### src/core_clock_params.svh
// Register offsets, field positions, reset values and timing counts of the clock controller.
`ifndef CORE_CLOCK_PARAMS_SVH
`define CORE_CLOCK_PARAMS_SVH
`define PMC_ADDR        8'h87
`define OSC_CTRL_ADDR   8'hB2
`define OSC_TRIM_ADDR   8'hB3
`define IRQ_STAT_ADDR   8'hC8
`define IRQ_MASK_ADDR   8'hC9
`define PMC_RESET       8'h00
`define OSC_CTRL_RESET  8'h14
`define OSC_TRIM_RESET  8'h40
`define BIT_IDLE        0
`define BIT_STOP        1
`define BIT_DIV_LO      0
`define BIT_ENABLE      2
`define BIT_SOURCE      3
`define BIT_READY       4
`define SETTLE_NS       2000
`define CLK_PERIOD_NS   25
`define SETTLE_CYCLES   ((`SETTLE_NS + `CLK_PERIOD_NS - 1) / `CLK_PERIOD_NS)
`endif

### src/core_clock_pkg.sv
// Types shared by the clock and power-mode controller.
package core_clock_pkg;
  typedef enum logic [1:0] {
    DIV_BY_8,
    DIV_BY_4,
    DIV_BY_2,
    DIV_BY_1
  } div_sel_e;
  typedef enum logic [1:0] {
    PM_RUN,
    PM_IDLE,
    PM_STOP
  } power_state_e;
  typedef struct packed {
    logic [7:0] addr;
    logic [7:0] wdata;
    logic       wr;
    logic       rd;
  } reg_req_s;
endpackage : core_clock_pkg

### src/core_clock_and_power_mode_ctrl.sv
// Clock source, divider, oscillator enable and Idle/Stop power-mode controller.
//
// The plain strobed port is this design's own decision.
`timescale 1ns/1ps
`include "core_clock_params.svh"

module core_clock_and_power_mode_ctrl (
  input  wire logic       clk,
  input  wire logic       sys_rst,
  input  wire logic [7:0] reg_addr,
  input  wire logic [7:0] reg_wdata,
  input  wire logic       reg_wr,
  input  wire logic       reg_rd,
  output logic      [7:0] reg_rdata,
  input  wire logic       ext_osc_tick,
  input  wire logic       irq_wake,
  output logic            core_clk_en,
  output logic            cpu_clk_en,
  output logic            periph_clk_en,
  output logic            int_osc_run,
  output logic      [7:0] osc_trim,
  output logic      [15:0] reset_fetch_addr,
  output logic            irq
);
  core_clock_pkg::reg_req_s     req;
  core_clock_pkg::power_state_e pstate_r;
  logic [5:0]               spare_software_flags_r;
  logic [1:0]               osc_divide_select_r;
  logic                     int_osc_enable_r;
  logic                     clock_source_select_r;
  logic                     osc_freq_ready_flag_r;
  logic [7:0]               settle_cnt_r;
  logic [7:0]               oscillator_trim_r;
  logic [1:0]               irq_stat_r;
  logic [1:0]               irq_mask_r;
  logic                     ready_prev_r;
  logic                     div_tick;
  logic                     stopped;
  logic                     wr_pmc;
  logic                     wr_osc;
  logic                     wr_stat;
  logic [1:0]               ev;

  localparam logic [7:0] SETTLE_CNT = 8'(`SETTLE_CYCLES);

  function automatic logic hit(input logic [7:0] a, input logic [7:0] off);
    hit = (a == off);
  endfunction : hit

  assign req     = '{addr: reg_addr, wdata: reg_wdata, wr: reg_wr, rd: reg_rd};
  assign wr_pmc  = req.wr && hit(req.addr, `PMC_ADDR);
  assign wr_osc  = req.wr && hit(req.addr, `OSC_CTRL_ADDR);
  assign wr_stat = req.wr && hit(req.addr, `IRQ_STAT_ADDR);
  // Stop halts the clocks and the internal oscillator and freezes control, trim and flag registers, not the irq mask or status.
  assign stopped = (pstate_r == core_clock_pkg::PM_STOP);

  // Power state: the stop and idle bits are pulses, never stored as bits.
  always_ff @(posedge clk or posedge sys_rst) begin
    if (sys_rst) begin
      pstate_r <= core_clock_pkg::PM_RUN;
    end else begin
      case (pstate_r)
        core_clock_pkg::PM_RUN: begin
          if (wr_pmc && req.wdata[`BIT_STOP]) begin
            pstate_r <= core_clock_pkg::PM_STOP;
          end else if (wr_pmc && req.wdata[`BIT_IDLE]) begin
            pstate_r <= core_clock_pkg::PM_IDLE;
          end
        end
        core_clock_pkg::PM_IDLE: begin
          if (irq_wake) begin
            pstate_r <= core_clock_pkg::PM_RUN;
          end
        end
        // Only sys_rst (pin or lost-clock detector reset) leaves this state.
        core_clock_pkg::PM_STOP: pstate_r <= core_clock_pkg::PM_STOP;
        default:             pstate_r <= core_clock_pkg::PM_RUN;
      endcase
    end
  end

  always_ff @(posedge clk or posedge sys_rst) begin
    if (sys_rst) begin
      spare_software_flags_r <= 6'h00;
    end else if (wr_pmc && !stopped) begin
      spare_software_flags_r <= req.wdata[7:2];
    end
  end

  always_ff @(posedge clk or posedge sys_rst) begin
    if (sys_rst) begin
      osc_divide_select_r   <= 2'(`OSC_CTRL_RESET >> `BIT_DIV_LO);
      int_osc_enable_r      <= 1'(`OSC_CTRL_RESET >> `BIT_ENABLE);
      clock_source_select_r <= 1'(`OSC_CTRL_RESET >> `BIT_SOURCE);
    end else if (wr_osc && !stopped) begin
      // Bits 7..5 and the ready bit are dropped here.
      osc_divide_select_r   <= req.wdata[`BIT_DIV_LO +: 2];
      int_osc_enable_r      <= req.wdata[`BIT_ENABLE];
      clock_source_select_r <= req.wdata[`BIT_SOURCE];
    end
  end

  always_ff @(posedge clk or posedge sys_rst) begin
    if (sys_rst) begin
      oscillator_trim_r <= `OSC_TRIM_RESET;
    end else if (req.wr && hit(req.addr, `OSC_TRIM_ADDR) && !stopped) begin
      oscillator_trim_r <= req.wdata;
    end
  end

  assign int_osc_run = int_osc_enable_r && !stopped;
  assign osc_trim    = oscillator_trim_r;

  // Settling model: a retrim also restarts it since the frequency moves.
  always_ff @(posedge clk or posedge sys_rst) begin
    if (sys_rst) begin
      settle_cnt_r          <= 8'h00;
      osc_freq_ready_flag_r <= 1'(`OSC_CTRL_RESET >> `BIT_READY);
    end else if (!int_osc_run) begin
      settle_cnt_r          <= 8'h00;
      osc_freq_ready_flag_r <= 1'b0;
    end else if (req.wr && hit(req.addr, `OSC_TRIM_ADDR)) begin
      settle_cnt_r          <= 8'h00;
      osc_freq_ready_flag_r <= 1'b0;
    end else if (!osc_freq_ready_flag_r) begin
      if (settle_cnt_r == SETTLE_CNT - 8'h01) begin
        osc_freq_ready_flag_r <= 1'b1;
      end
      settle_cnt_r <= settle_cnt_r + 8'h01;
    end
  end

  osc_divider u_div (
    .clk     (clk),
    .sys_rst (sys_rst),
    .run     (int_osc_run),
    .sel     (core_clock_pkg::div_sel_e'(osc_divide_select_r)),
    .tick    (div_tick)
  );

  // The external path is passed through; switching source is glitch-free
  // because both sources are enables on the one fabric clock.
  always_comb begin
    if (stopped) begin
      core_clk_en = 1'b0;
    end else if (clock_source_select_r) begin
      core_clk_en = ext_osc_tick;
    end else begin
      core_clk_en = div_tick;
    end
  end

  assign cpu_clk_en    = core_clk_en && (pstate_r == core_clock_pkg::PM_RUN);
  assign periph_clk_en = core_clk_en;
  assign reset_fetch_addr = 16'h0000;

  // Events: oscillator became ready, oscillator lost ready.
  // The history starts at the ready flag's reset level, so reset alone logs no event.
  always_ff @(posedge clk or posedge sys_rst) begin
    if (sys_rst) begin
      ready_prev_r <= 1'(`OSC_CTRL_RESET >> `BIT_READY);
    end else begin
      ready_prev_r <= osc_freq_ready_flag_r;
    end
  end

  assign ev = {ready_prev_r && !osc_freq_ready_flag_r, !ready_prev_r && osc_freq_ready_flag_r};

  always_ff @(posedge clk or posedge sys_rst) begin
    if (sys_rst) begin
      irq_stat_r <= 2'h0;
    end else begin
      // A new event wins over a write-one clear in the same cycle.
      irq_stat_r <= (irq_stat_r & ~(wr_stat ? req.wdata[1:0] : 2'h0)) | ev;
    end
  end

  always_ff @(posedge clk or posedge sys_rst) begin
    if (sys_rst) begin
      irq_mask_r <= 2'h0;
    end else if (req.wr && hit(req.addr, `IRQ_MASK_ADDR)) begin
      irq_mask_r <= req.wdata[1:0];
    end
  end

  assign irq = |(irq_stat_r & irq_mask_r);

  always_ff @(posedge clk or posedge sys_rst) begin
    if (sys_rst) begin
      reg_rdata <= 8'h00;
    end else if (req.rd) begin
      case (req.addr)
        `PMC_ADDR:      reg_rdata <= {spare_software_flags_r, 2'h0};
        `OSC_CTRL_ADDR: reg_rdata <= {3'h0, osc_freq_ready_flag_r, clock_source_select_r,
                                      int_osc_enable_r, osc_divide_select_r};
        `OSC_TRIM_ADDR: reg_rdata <= oscillator_trim_r;
        `IRQ_STAT_ADDR: reg_rdata <= {6'h00, irq_stat_r};
        `IRQ_MASK_ADDR: reg_rdata <= {6'h00, irq_mask_r};
        default:        reg_rdata <= 8'h00;
      endcase
    end else begin
      reg_rdata <= 8'h00;
    end
  end

  // Checks on power state, clock enables, the ready flag and register reads.
  // All are off during reset, because every register is forced there anyway.

  a_stop_entry: assert property (@(posedge clk) disable iff (sys_rst)
    (wr_pmc && reg_wdata[`BIT_STOP] && pstate_r == core_clock_pkg::PM_RUN) |=> stopped)
    else $error("stop write did not enter stop");

  a_idle_entry: assert property (@(posedge clk) disable iff (sys_rst)
    (wr_pmc && reg_wdata[`BIT_IDLE] && !reg_wdata[`BIT_STOP]
     && pstate_r == core_clock_pkg::PM_RUN) |=> (pstate_r == core_clock_pkg::PM_IDLE))
    else $error("idle write did not enter idle");

  a_stop_stays: assert property (@(posedge clk) disable iff (sys_rst)
    stopped |=> stopped)
    else $error("stop left without reset");

  a_stop_halts: assert property (@(posedge clk) disable iff (sys_rst)
    stopped |-> (!core_clk_en && !int_osc_run))
    else $error("clock running in stop");

  a_trim_frozen: assert property (@(posedge clk) disable iff (sys_rst)
    stopped |=> $stable(oscillator_trim_r))
    else $error("trim changed in stop");

  a_idle_gate: assert property (@(posedge clk) disable iff (sys_rst)
    (pstate_r == core_clock_pkg::PM_IDLE) |-> (!cpu_clk_en && periph_clk_en == core_clk_en))
    else $error("idle gating wrong");

  a_cpu_run: assert property (@(posedge clk) disable iff (sys_rst)
    (pstate_r == core_clock_pkg::PM_RUN) |-> (cpu_clk_en == core_clk_en))
    else $error("cpu clock missing in run");

  a_pmc_read: assert property (@(posedge clk) disable iff (sys_rst)
    (reg_rd && reg_addr == `PMC_ADDR) |=> (reg_rdata[1:0] == 2'h0))
    else $error("idle or stop bit read nonzero");

  a_flags_write: assert property (@(posedge clk) disable iff (sys_rst)
    (wr_pmc && !stopped) |=> (spare_software_flags_r == $past(reg_wdata[7:2])))
    else $error("software flags not stored");

  a_osc_upper: assert property (@(posedge clk) disable iff (sys_rst)
    (reg_rd && reg_addr == `OSC_CTRL_ADDR) |=> (reg_rdata[7:5] == 3'h0))
    else $error("unused oscillator bits nonzero");

  a_ready_read: assert property (@(posedge clk) disable iff (sys_rst)
    (reg_rd && reg_addr == `OSC_CTRL_ADDR)
    |=> (reg_rdata[`BIT_READY] == $past(osc_freq_ready_flag_r)))
    else $error("ready bit read wrong");

  a_ready_hold: assert property (@(posedge clk) disable iff (sys_rst)
    (wr_osc && reg_wdata[`BIT_ENABLE] && int_osc_run && osc_freq_ready_flag_r)
    |=> osc_freq_ready_flag_r)
    else $error("control write moved ready");

  a_ready_off: assert property (@(posedge clk) disable iff (sys_rst)
    !int_osc_run |=> !osc_freq_ready_flag_r)
    else $error("ready while oscillator off");

  a_ready_settle: assert property (@(posedge clk) disable iff (sys_rst)
    $rose(int_osc_run) |-> !osc_freq_ready_flag_r [*8])
    else $error("ready rose too early");

  // A new select may legally cut the current period short, so only a steady one is checked.
  a_div_eight: assert property (@(posedge clk) disable iff (sys_rst)
    (div_tick && !clock_source_select_r && osc_divide_select_r == 2'h0 && !wr_osc
     && int_osc_run) |=> (!div_tick || osc_divide_select_r != 2'h0) [*7])
    else $error("divide by eight wrong");

  a_osc_off_tick: assert property (@(posedge clk) disable iff (sys_rst)
    !int_osc_run |=> !div_tick)
    else $error("divider ticks with oscillator off");

  a_int_source: assert property (@(posedge clk) disable iff (sys_rst)
    (!clock_source_select_r && !stopped) |-> (core_clk_en == div_tick))
    else $error("internal source not used");

  a_ext_source: assert property (@(posedge clk) disable iff (sys_rst)
    (clock_source_select_r && !stopped) |-> (core_clk_en == ext_osc_tick))
    else $error("external source not used");

  // Main scenarios that the bench is expected to reach.
  c_stop: cover property (@(posedge clk) disable iff (sys_rst) $rose(stopped));
  c_idle_wake: cover property (@(posedge clk) disable iff (sys_rst)
    pstate_r == core_clock_pkg::PM_IDLE ##1 pstate_r == core_clock_pkg::PM_RUN);
  c_ready: cover property (@(posedge clk) disable iff (sys_rst) $rose(osc_freq_ready_flag_r));
  c_ext_source: cover property (@(posedge clk) disable iff (sys_rst)
    clock_source_select_r && core_clk_en);
  c_stat_clear: cover property (@(posedge clk) disable iff (sys_rst)
    wr_stat && (irq_stat_r != 2'h0));
endmodule : core_clock_and_power_mode_ctrl

### src/osc_divider.sv
// Internal oscillator post-divider that forms a clock-enable pulse train.
`timescale 1ns/1ps
module osc_divider (
  input  wire logic              clk,
  input  wire logic              sys_rst,
  input  wire logic              run,
  input  wire core_clock_pkg::div_sel_e sel,
  output logic                   tick
);
  logic [2:0] cnt_r;
  logic [2:0] limit;

  always_comb begin
    case (sel)
      core_clock_pkg::DIV_BY_8: limit = 3'h7;
      core_clock_pkg::DIV_BY_4: limit = 3'h3;
      core_clock_pkg::DIV_BY_2: limit = 3'h1;
      default:              limit = 3'h0;
    endcase
  end

  always_ff @(posedge clk or posedge sys_rst) begin
    if (sys_rst) begin
      cnt_r <= 3'h0;
    end else if (!run || cnt_r >= limit) begin
      cnt_r <= 3'h0;
    end else begin
      cnt_r <= cnt_r + 3'h1;
    end
  end

  always_ff @(posedge clk or posedge sys_rst) begin
    if (sys_rst) begin
      tick <= 1'b0;
    end else begin
      tick <= run && (cnt_r >= limit);
    end
  end
endmodule : osc_divider

### config.mk
export PLATFORM = sky130hd
export DESIGN_NAME = core_clock_and_power_mode_ctrl
export DESIGN_NICKNAME = d
export VERILOG_FILES = /design/src/core_clock_pkg.sv /design/src/core_clock_and_power_mode_ctrl.sv /design/src/osc_divider.sv
export VERILOG_INCLUDE_DIRS = /design/src
export SDC_FILE = /design/constraint.sdc
export NUM_CORES = 1
export LEC_CHECK = 0
export BUFFER_PORTS_ARGS = -buffer_cell sky130_fd_sc_hd__buf_2
export CELL_PAD_IN_SITES_DETAIL_PLACEMENT = 1
export CELL_PAD_IN_SITES_GLOBAL_PLACEMENT = 2
export CORE_MARGIN = 2
export CORE_UTILIZATION = 36
export DETAILED_ROUTE_END_ITERATION = 6
export PLACE_DENSITY_LB_ADDON = 0.1
export REMOVE_ABC_BUFFERS = 1
export SLEW_MARGIN = 15
export SYNTH_ARGS = -nofsm -noshare
export SYNTH_HDL_FRONTEND = slang
export SYNTH_SLANG_ARGS = --single-unit
### constraint.sdc
create_clock -name clk -period 2.15 [get_ports clk]
set_input_delay 0.215 -clock clk [delete_from_list [all_inputs] [get_ports clk]]
set_output_delay 0.215 -clock clk [all_outputs]
set_load 0.05 [all_outputs]
==> out/results.ini, run 1 <==
[synthesis]
ys_types = 46
synthArstFlopShare = 1.00
synth_area_leaders = dfrtp_1 (45%), mux2_2 (9.1%), buf_4 (5.8%), dfstp_2 (4.5%), mux2i_1 (3.0%)
synth_area_leader_cell = dfrtp_1
synth_edf_count = 0
ys.flop_type = dfrtp_1
yosysWarnings = 0
syn_inst = 211
syn_avg_cell_area_um2 = 11.1
synth_common_cells = dfrtp_1 (42), mux2_2 (19), buf_4 (18), nor2_1 (18), nand2_1 (10)
synth_top_area_share = 0.449
ys_seq_area_frac = 0.494
synth-seq-cells = 46
yosysMostFrequentCell = dfrtp_1
synth_area_um2 = 2340

[power_and_ir_drop]
p_per_area_nw_per_um2 = 658
power.leakage_nw = 1.33
seqPwrFrac = 0.510
ir_drop_mv = 0.324
p_switching_mw = 0.479
switching_share = 0.269
internal_power_mw = 1.30
combPwrFrac = 0.137
clkPwrFrac = 0.353

[global_routing]
grt_max_degree = 25
grtUsageTotal = 0.157
grt_pass1_wl_um = 8860
grt_pass1_vias = 1730
antenna_found_initial = 0
grt_overflow = 0

[clocking]
clk_path_buf_depth = 2
cts_resized = 0
root_buffer = clkbuf_8
cts_buffers = 5
cts_tree = built
numClockSinks = 46
htree_levels = 2
clk_latency_ns = 0.29
cts.clk_slew.worst_paths_ns = 0.08

[layout]
drive_gt1_frac = 0.328
nets = 285
stdcell_area_um2 = 2700
diodes = 0
num-fill-cells = 738
syn2layout_area_growth_pct = 15.5
final_core_util = 0.428
multi_input_area_um2 = 1070
seq_area_um2 = 1160

[timing]
hold_ws_ns = 0.167
tightest_slew_ns = 0.513
fin_crit_sh = 0.824
grt_setup_unrepaired = no
layout_setup_ws_ns = 0.377
hold_viol_final = 0
slew_viol_final = 0
post-route-min-period_ns = 1.77
setup_viol = 0
fmax_mhz = 564
slew-limit-headroom = 0.658
fin_skew_ns = 0.00337

[floorplanning]
dieArea_um2 = 7160
ios = 59
row_count = 29
die_h_um = 84.6
coreArea_um2 = 6310
initial_core_util = 0.371
die_w_um = 84.6

[worst_setup_path]
criticalPathCategory = flop to primary output
worstPathMaxFanout = 6
arrival_ns = 1.56
critPathLaunchType = flop
worst_setup_path_end_kind = primary output
crit_required_ns = 1.93

[placement]
gp_congestion = 0.745
dpl-instance-area_um2 = 2590
place_ws_ns = 0.410
portBuffers = 42
dp_hpwl_um = 4120

[detailed_routing]
drc = 0
finalWirelength_um = 5350
wire_per_inst_um = 15.9
firstDrtPassIters = 4
dr_total_vias = 1702
final_antenna_net_count = 0
first_iter_violations = 49
via_per_inst = 5.07

[flow_run]
maxCapViolCount = 0

[hold_path]
hold_class = input pin to flop

[status]
status = finished, final reports clean

-- what timing repair did --
item                                    CTS  global route
buffers inserted                          0             0
endpoints found under the setup margin    0             0
hold buffers                              1             0
endpoints found under the hold margin    20             0
-- layout make-up --
class                      instances  share of cell area
sequential                        46               0.428
clock inverter                     1              0.0111
tap                               77              0.0356
clock buffer                       7              0.0282
timing repair buffer              45              0.0916
inverter                           8              0.0111
multi-input combinational        152               0.395
-- power by group through the flow --
stage,sequential (mW),clock [mW],combinational [mW]
6_report,0.908,0.629,0.243
5_1_grt,0.912,0.687,0.262
4_1_cts,0.909,0.661,0.247
3_5_place_dp,0.926,0,0.244
3_3_place_gp,0.925,0,0.243
2_1_floorplan,0.944,0,0.148
-- logic make-up (layout without fill, tap and decap cells) --
kind of cell,after synthesis,after routing,synth area share
xor+xnor,7,7,0.0262
flops,46,46,0.494
simple gates,71,71,0.178
fa+ha+maj,5,5,0.0267
buf+inv,28,61,0.0743
other cells,1,16,0.00160
compound gates,27,27,0.0780
mux,26,26,0.121
-- flip-flops by register name, indices dropped and copies added, names as in the netlist --
name	cells
int_osc_enable_r	1
osc_freq_ready_flag_r	1
osc_divide_select_r	2
settle_cnt_r	8
irq_stat_r	2
u_div.cnt_r	3
reg_rdata	8
pstate_r	2
u_div.tick	1
ready_prev_r	1
osc_trim	8
spare_software_flags_r	6
irq_mask_r	2
clock_source_select_r	1
-- layout by cell type (no fill, tap or decap), types with 2 or more instances in the layout --
master	instances
mux2_2	19
a22o_1	3
inv_1	7
a21oi_1	7
ha_1	5
nor3b_2	2
nand4b_1	2
nand2_1	10
nor2_1	18
o21ai_0	5
dfstp_2	4
a21o_1	2
nor2b_1	4
xnor2_1	3
nor3_1	4
clkbuf_8	5
buf_2	42
conb_1	16
dfrtp_1	42
and2_1	5
nand4_1	4
mux2i_1	7
xor2_1	4
nand2b_1	3
a22oi_1	3
o22a_1	3
nor2_4	2
clkbuf_1	2
nand3_1	4
-- final timing paths --
check / startpoint / to / slack [ns] / depth (start not counted)
setup reg to reg: osc_divide_select_r[1]$_DFFE_PP0P_ / u_div.cnt_r[2]$_DFF_PP0_ / 0.65 / 6
max in group asynchronous: sys_rst / int_osc_enable_r$_DFFE_PP1P_ / 1.06 / 4
hold / removal: reg_wdata[5] / osc_trim[5]$_DFFE_PP0P_ / 0.17 / 2
hold reg to reg: osc_freq_ready_flag_r$_DFF_PP1_ / ready_prev_r$_DFF_PP1_ / 0.42 / 0
setup / recovery: pstate_r[0]$_DFFE_PP0P_ / int_osc_run / 0.38 / 4
min in group asynchronous: sys_rst / settle_cnt_r[3]$_DFFE_PP0P_ / 0.49 / 3
-- layer usage --
metal  routed length [um]  GRT usage  part of all wire  vias to the layer above
li1                     -          -                 -                      794
met1                 2640      0.235              0.49                      861
met2                 2480      0.238              0.46                       43
met3                  187     0.0246             0.035                        4
met4                   39     0.0390            0.0073                        0
met5                    0          0                 0                        -
-- stage by stage --
stage | instances | power, mW | setup TNS, ns
2_1_floorplan | 206 | 1.09 | -0.0927
3_3_place_gp | 327 | 1.17 | 0
3_5_place_dp | 327 | 1.17 | 0
4_1_cts | 336 | 1.82 | 0
5_1_grt | 336 | 1.86 | 0
6_report | 336 | 1.78 | 0
-- worst max-delay path, cell delays in order, from the launching register on --
cell,delay [ns]
dfrtp_1,0.45
nand2b_2,0.22
nand2_1,0.14
inv_1,0.17
buf_2,0.29
Note: power is estimated with default switching activity, not from simulation.
==> inputs of run 2 (changes only) <==
- CORE_UTILIZATION: 36 -> 33
- clock period: 2.15 -> 1.7 ns (I/O delays scaled with it)
==> run 2 against run 1 <==
  * Sequential share of layout area fell by 0.87 points
  * Die area up 8.7%
  * Final area up 2.1%
  * First-iteration DRC count rose by 14%
  * Via count down 0.65%
  * Sequential power increased by 27%
  * Register-to-register slack worse by 0.46 ns
  * Clock skew up 0.0016 ns
  * Critical path type unchanged
==> out/results.ini, run 2 (synthesis gave the netlist of run 1 again) <==
[layout]
syn2layout_area_growth_pct = 17.9
diodes = 0  ; unchanged
nets = 291  ; +2.1%
layoutNonFillerInstCount = 361  ; +7.4%
layout_common_cells = dfrtp_1 (42), buf_2 (41), mux2_2 (19)
final_common_cell = dfrtp_1
num-fill-cells = 795  ; +7.7%
multi_input_area_um2 = 1070  ; unchanged
seq_area_um2 = 1160  ; unchanged
drive_gt1_frac = 0.347  ; +0.0190

[global_routing]
met1_usage = 0.225  ; -0.0103
grt_use_met2 = 0.241  ; +0.00292
grt_max_degree = 47  ; +88%
top_usage_layer = met2
grt_pass1_vias = 1708  ; -1.3%
grt_use_met3 = 0.0280  ; +0.00340
grt_pass1_wl_um = 9160  ; +3.4%
antenna_found_initial = 0  ; unchanged
grtUsageTotal = 0.156  ; -0.000894
grt_overflow = 0  ; unchanged

[clocking]
clk_path_buf_depth = 2  ; unchanged
cts_buffers = 5  ; unchanged
clk_latency_ns = 0.30  ; about the same
cts_tree = built
cts.clk_slew.worst_paths_ns = 0.08  ; about the same
cts_setup_buffers = 0  ; unchanged
numClockSinks = 46  ; unchanged
root_buffer = clkbuf_8
htree_levels = 2  ; unchanged

[worst_setup_path]
max_stage_delay_ns = 0.44  ; about the same
critPathLaunch = pstate_r[1]$_DFFE_PP0P_
timing.rr.start = osc_divide_select_r[1]$_DFFE_PP0P_
worstSetupEndpoint = int_osc_run
critPathLaunchType = flop
critPathSlowestCell = dfrtp_1
criticalPathCategory = flop to primary output
worstPathCellList = nand2b_2, nand2_1, inv_1, buf_4
crit_required_ns = 1.53  ; -0.40 ns
arrival_ns = 1.43  ; -0.13 ns
r2r_slack_ns = 0.19  ; -0.46 ns
worstPathMaxFanout = 5  ; -1
r2r_cells = 6  ; unchanged
worst_setup_path_end_kind = primary output
r2r_end = u_div.cnt_r[2]$_DFF_PP0_

[timing]
fmax_mhz = 623
setup_viol = 0  ; unchanged
fin_skew_ns = 0.00496  ; +0.00158 ns
post-route-min-period_ns = 1.60
layout_setup_ws_ns = 0.0955  ; -0.282 ns
hold_viol_final = 0  ; unchanged
grt_setup_unrepaired = no
timing.setup.tns_ns = 0  ; unchanged
slew_viol_final = 0  ; unchanged
fin_crit_sh = 0.944

[hold_path]
min_from = reg_wdata[4]
hold_class = input pin to flop

[detailed_routing]
first_iter_violations = 56  ; +14%
via_per_inst = 4.68  ; -7.5%
firstDrtPassIters = 4  ; unchanged
finalWirelength_um = 5650  ; +5.5%
wire_per_inst_um = 15.6  ; -1.8%
final_antenna_net_count = 0  ; unchanged
drc = 0  ; unchanged
dr_total_vias = 1691  ; -0.65%

[power_and_ir_drop]
ir_drop_mv = 0.367  ; +13%
p_switching_mw = 0.636  ; +33%
internal_power_mw = 1.54  ; +18%
power.leakage_nw = 1.36  ; +1.9%
clkPwrFrac = 0.327  ; -0.026
combPwrFrac = 0.146  ; +0.009
p_per_area_nw_per_um2 = 788  ; +20%
switching_share = 0.292  ; +0.0229
seqPwrFrac = 0.527  ; +0.017
power_mw = 2.18  ; +22%

[floorplanning]
die_h_um = 88.2  ; +4.2%
initial_core_util = 0.343  ; -0.0281
coreArea_um2 = 6830  ; +8.2%
die_w_um = 88.2  ; +4.2%
row_count = 30  ; +3.4%
ios = 59  ; unchanged
dieArea_um2 = 7780  ; +8.7%

[placement]
dp.cells = 352  ; +7.6%
dp_hpwl_um = 4160  ; +0.82%
place_ws_ns = -0.00555  ; -0.416 ns
gp_congestion = 0.736  ; -1.2%
portBuffers = 42  ; unchanged

[status]
status = finished, final reports clean

[flow_run]
maxCapViolCount = 0  ; unchanged

[run 2: cell count changes in the layout (fill, tap and decap cells not counted), sizes merged]
cell	before	now
buf	44	50
clkinv	0	1
bufinv	1	0
[run 2: worst min path at each step]
stage,slack (ns),endpoint,cells after the start
after floorplan,0.30,reg_rdata[2]$_DFF_PP0_,1
after global placement,0.23,u_div.cnt_r[2]$_DFF_PP0_,3
after detailed placement,0.24,u_div.cnt_r[0]$_DFF_PP0_,3
after CTS,0.10,spare_software_flags_r[2]$_DFFE_PP0P_,2
after global routing,0.1,osc_trim[4]$_DFFE_PP0P_,2
final,0.11,spare_software_flags_r[2]$_DFFE_PP0P_,2
[run 2: metrics by stage]
stage          hold WS, ns  area, um2   util
6_report             0.112       2760  0.404
4_1_cts              0.103       2760  0.404
5_1_grt             0.0998       2760  0.404
2_1_floorplan        0.299       2250      -
3_3_place_gp         0.231       2660  0.389
3_5_place_dp         0.236       2660  0.389
[run 2: final cells by class]
cell class | count | area share
multi-input combinational | 152 | 0.387
clock inverter | 1 | 0.00181
tap | 96 | 0.0435
inverter | 8 | 0.0109
sequential | 46 | 0.419
timing repair buffer | 51 | 0.107
clock buffer | 7 | 0.0313
[run 2: worst max-delay path, delay by kind of cell (launching register included)]
kind	cells	cell delay, ns
flip-flops	1	0.44
buffers and inverters	2	0.40
AND/OR/NAND/NOR	2	0.29
[run 2: routing by layer]
| layer | vias up | share of wire |
|---|---|---|
| met2 | 47 | 0.46 |
| met5 | - | 0 |
| met4 | 0 | 0.012 |
| met1 | 826 | 0.49 |
| li1 | 812 | - |
| met3 | 6 | 0.038 |
[run 2: power by group through the flow]
stage / logic (mW) / clock network (mW) / registers [mW]
final: 0.317 / 0.711 / 1.15
after CTS: 0.321 / 0.741 / 1.15
after global routing: 0.343 / 0.792 / 1.15
after detailed placement: 0.317 / 0 / 1.17
after global placement: 0.316 / 0 / 1.17
after floorplan: 0.187 / 0 / 1.19
[run 2: repair_timing]
item                                   in CTS  in global routing
endpoints found under the hold margin      42                  0
setup endpoints to repair                   1                  0
hold buffers                                1                  0
resized for setup                           1                  0
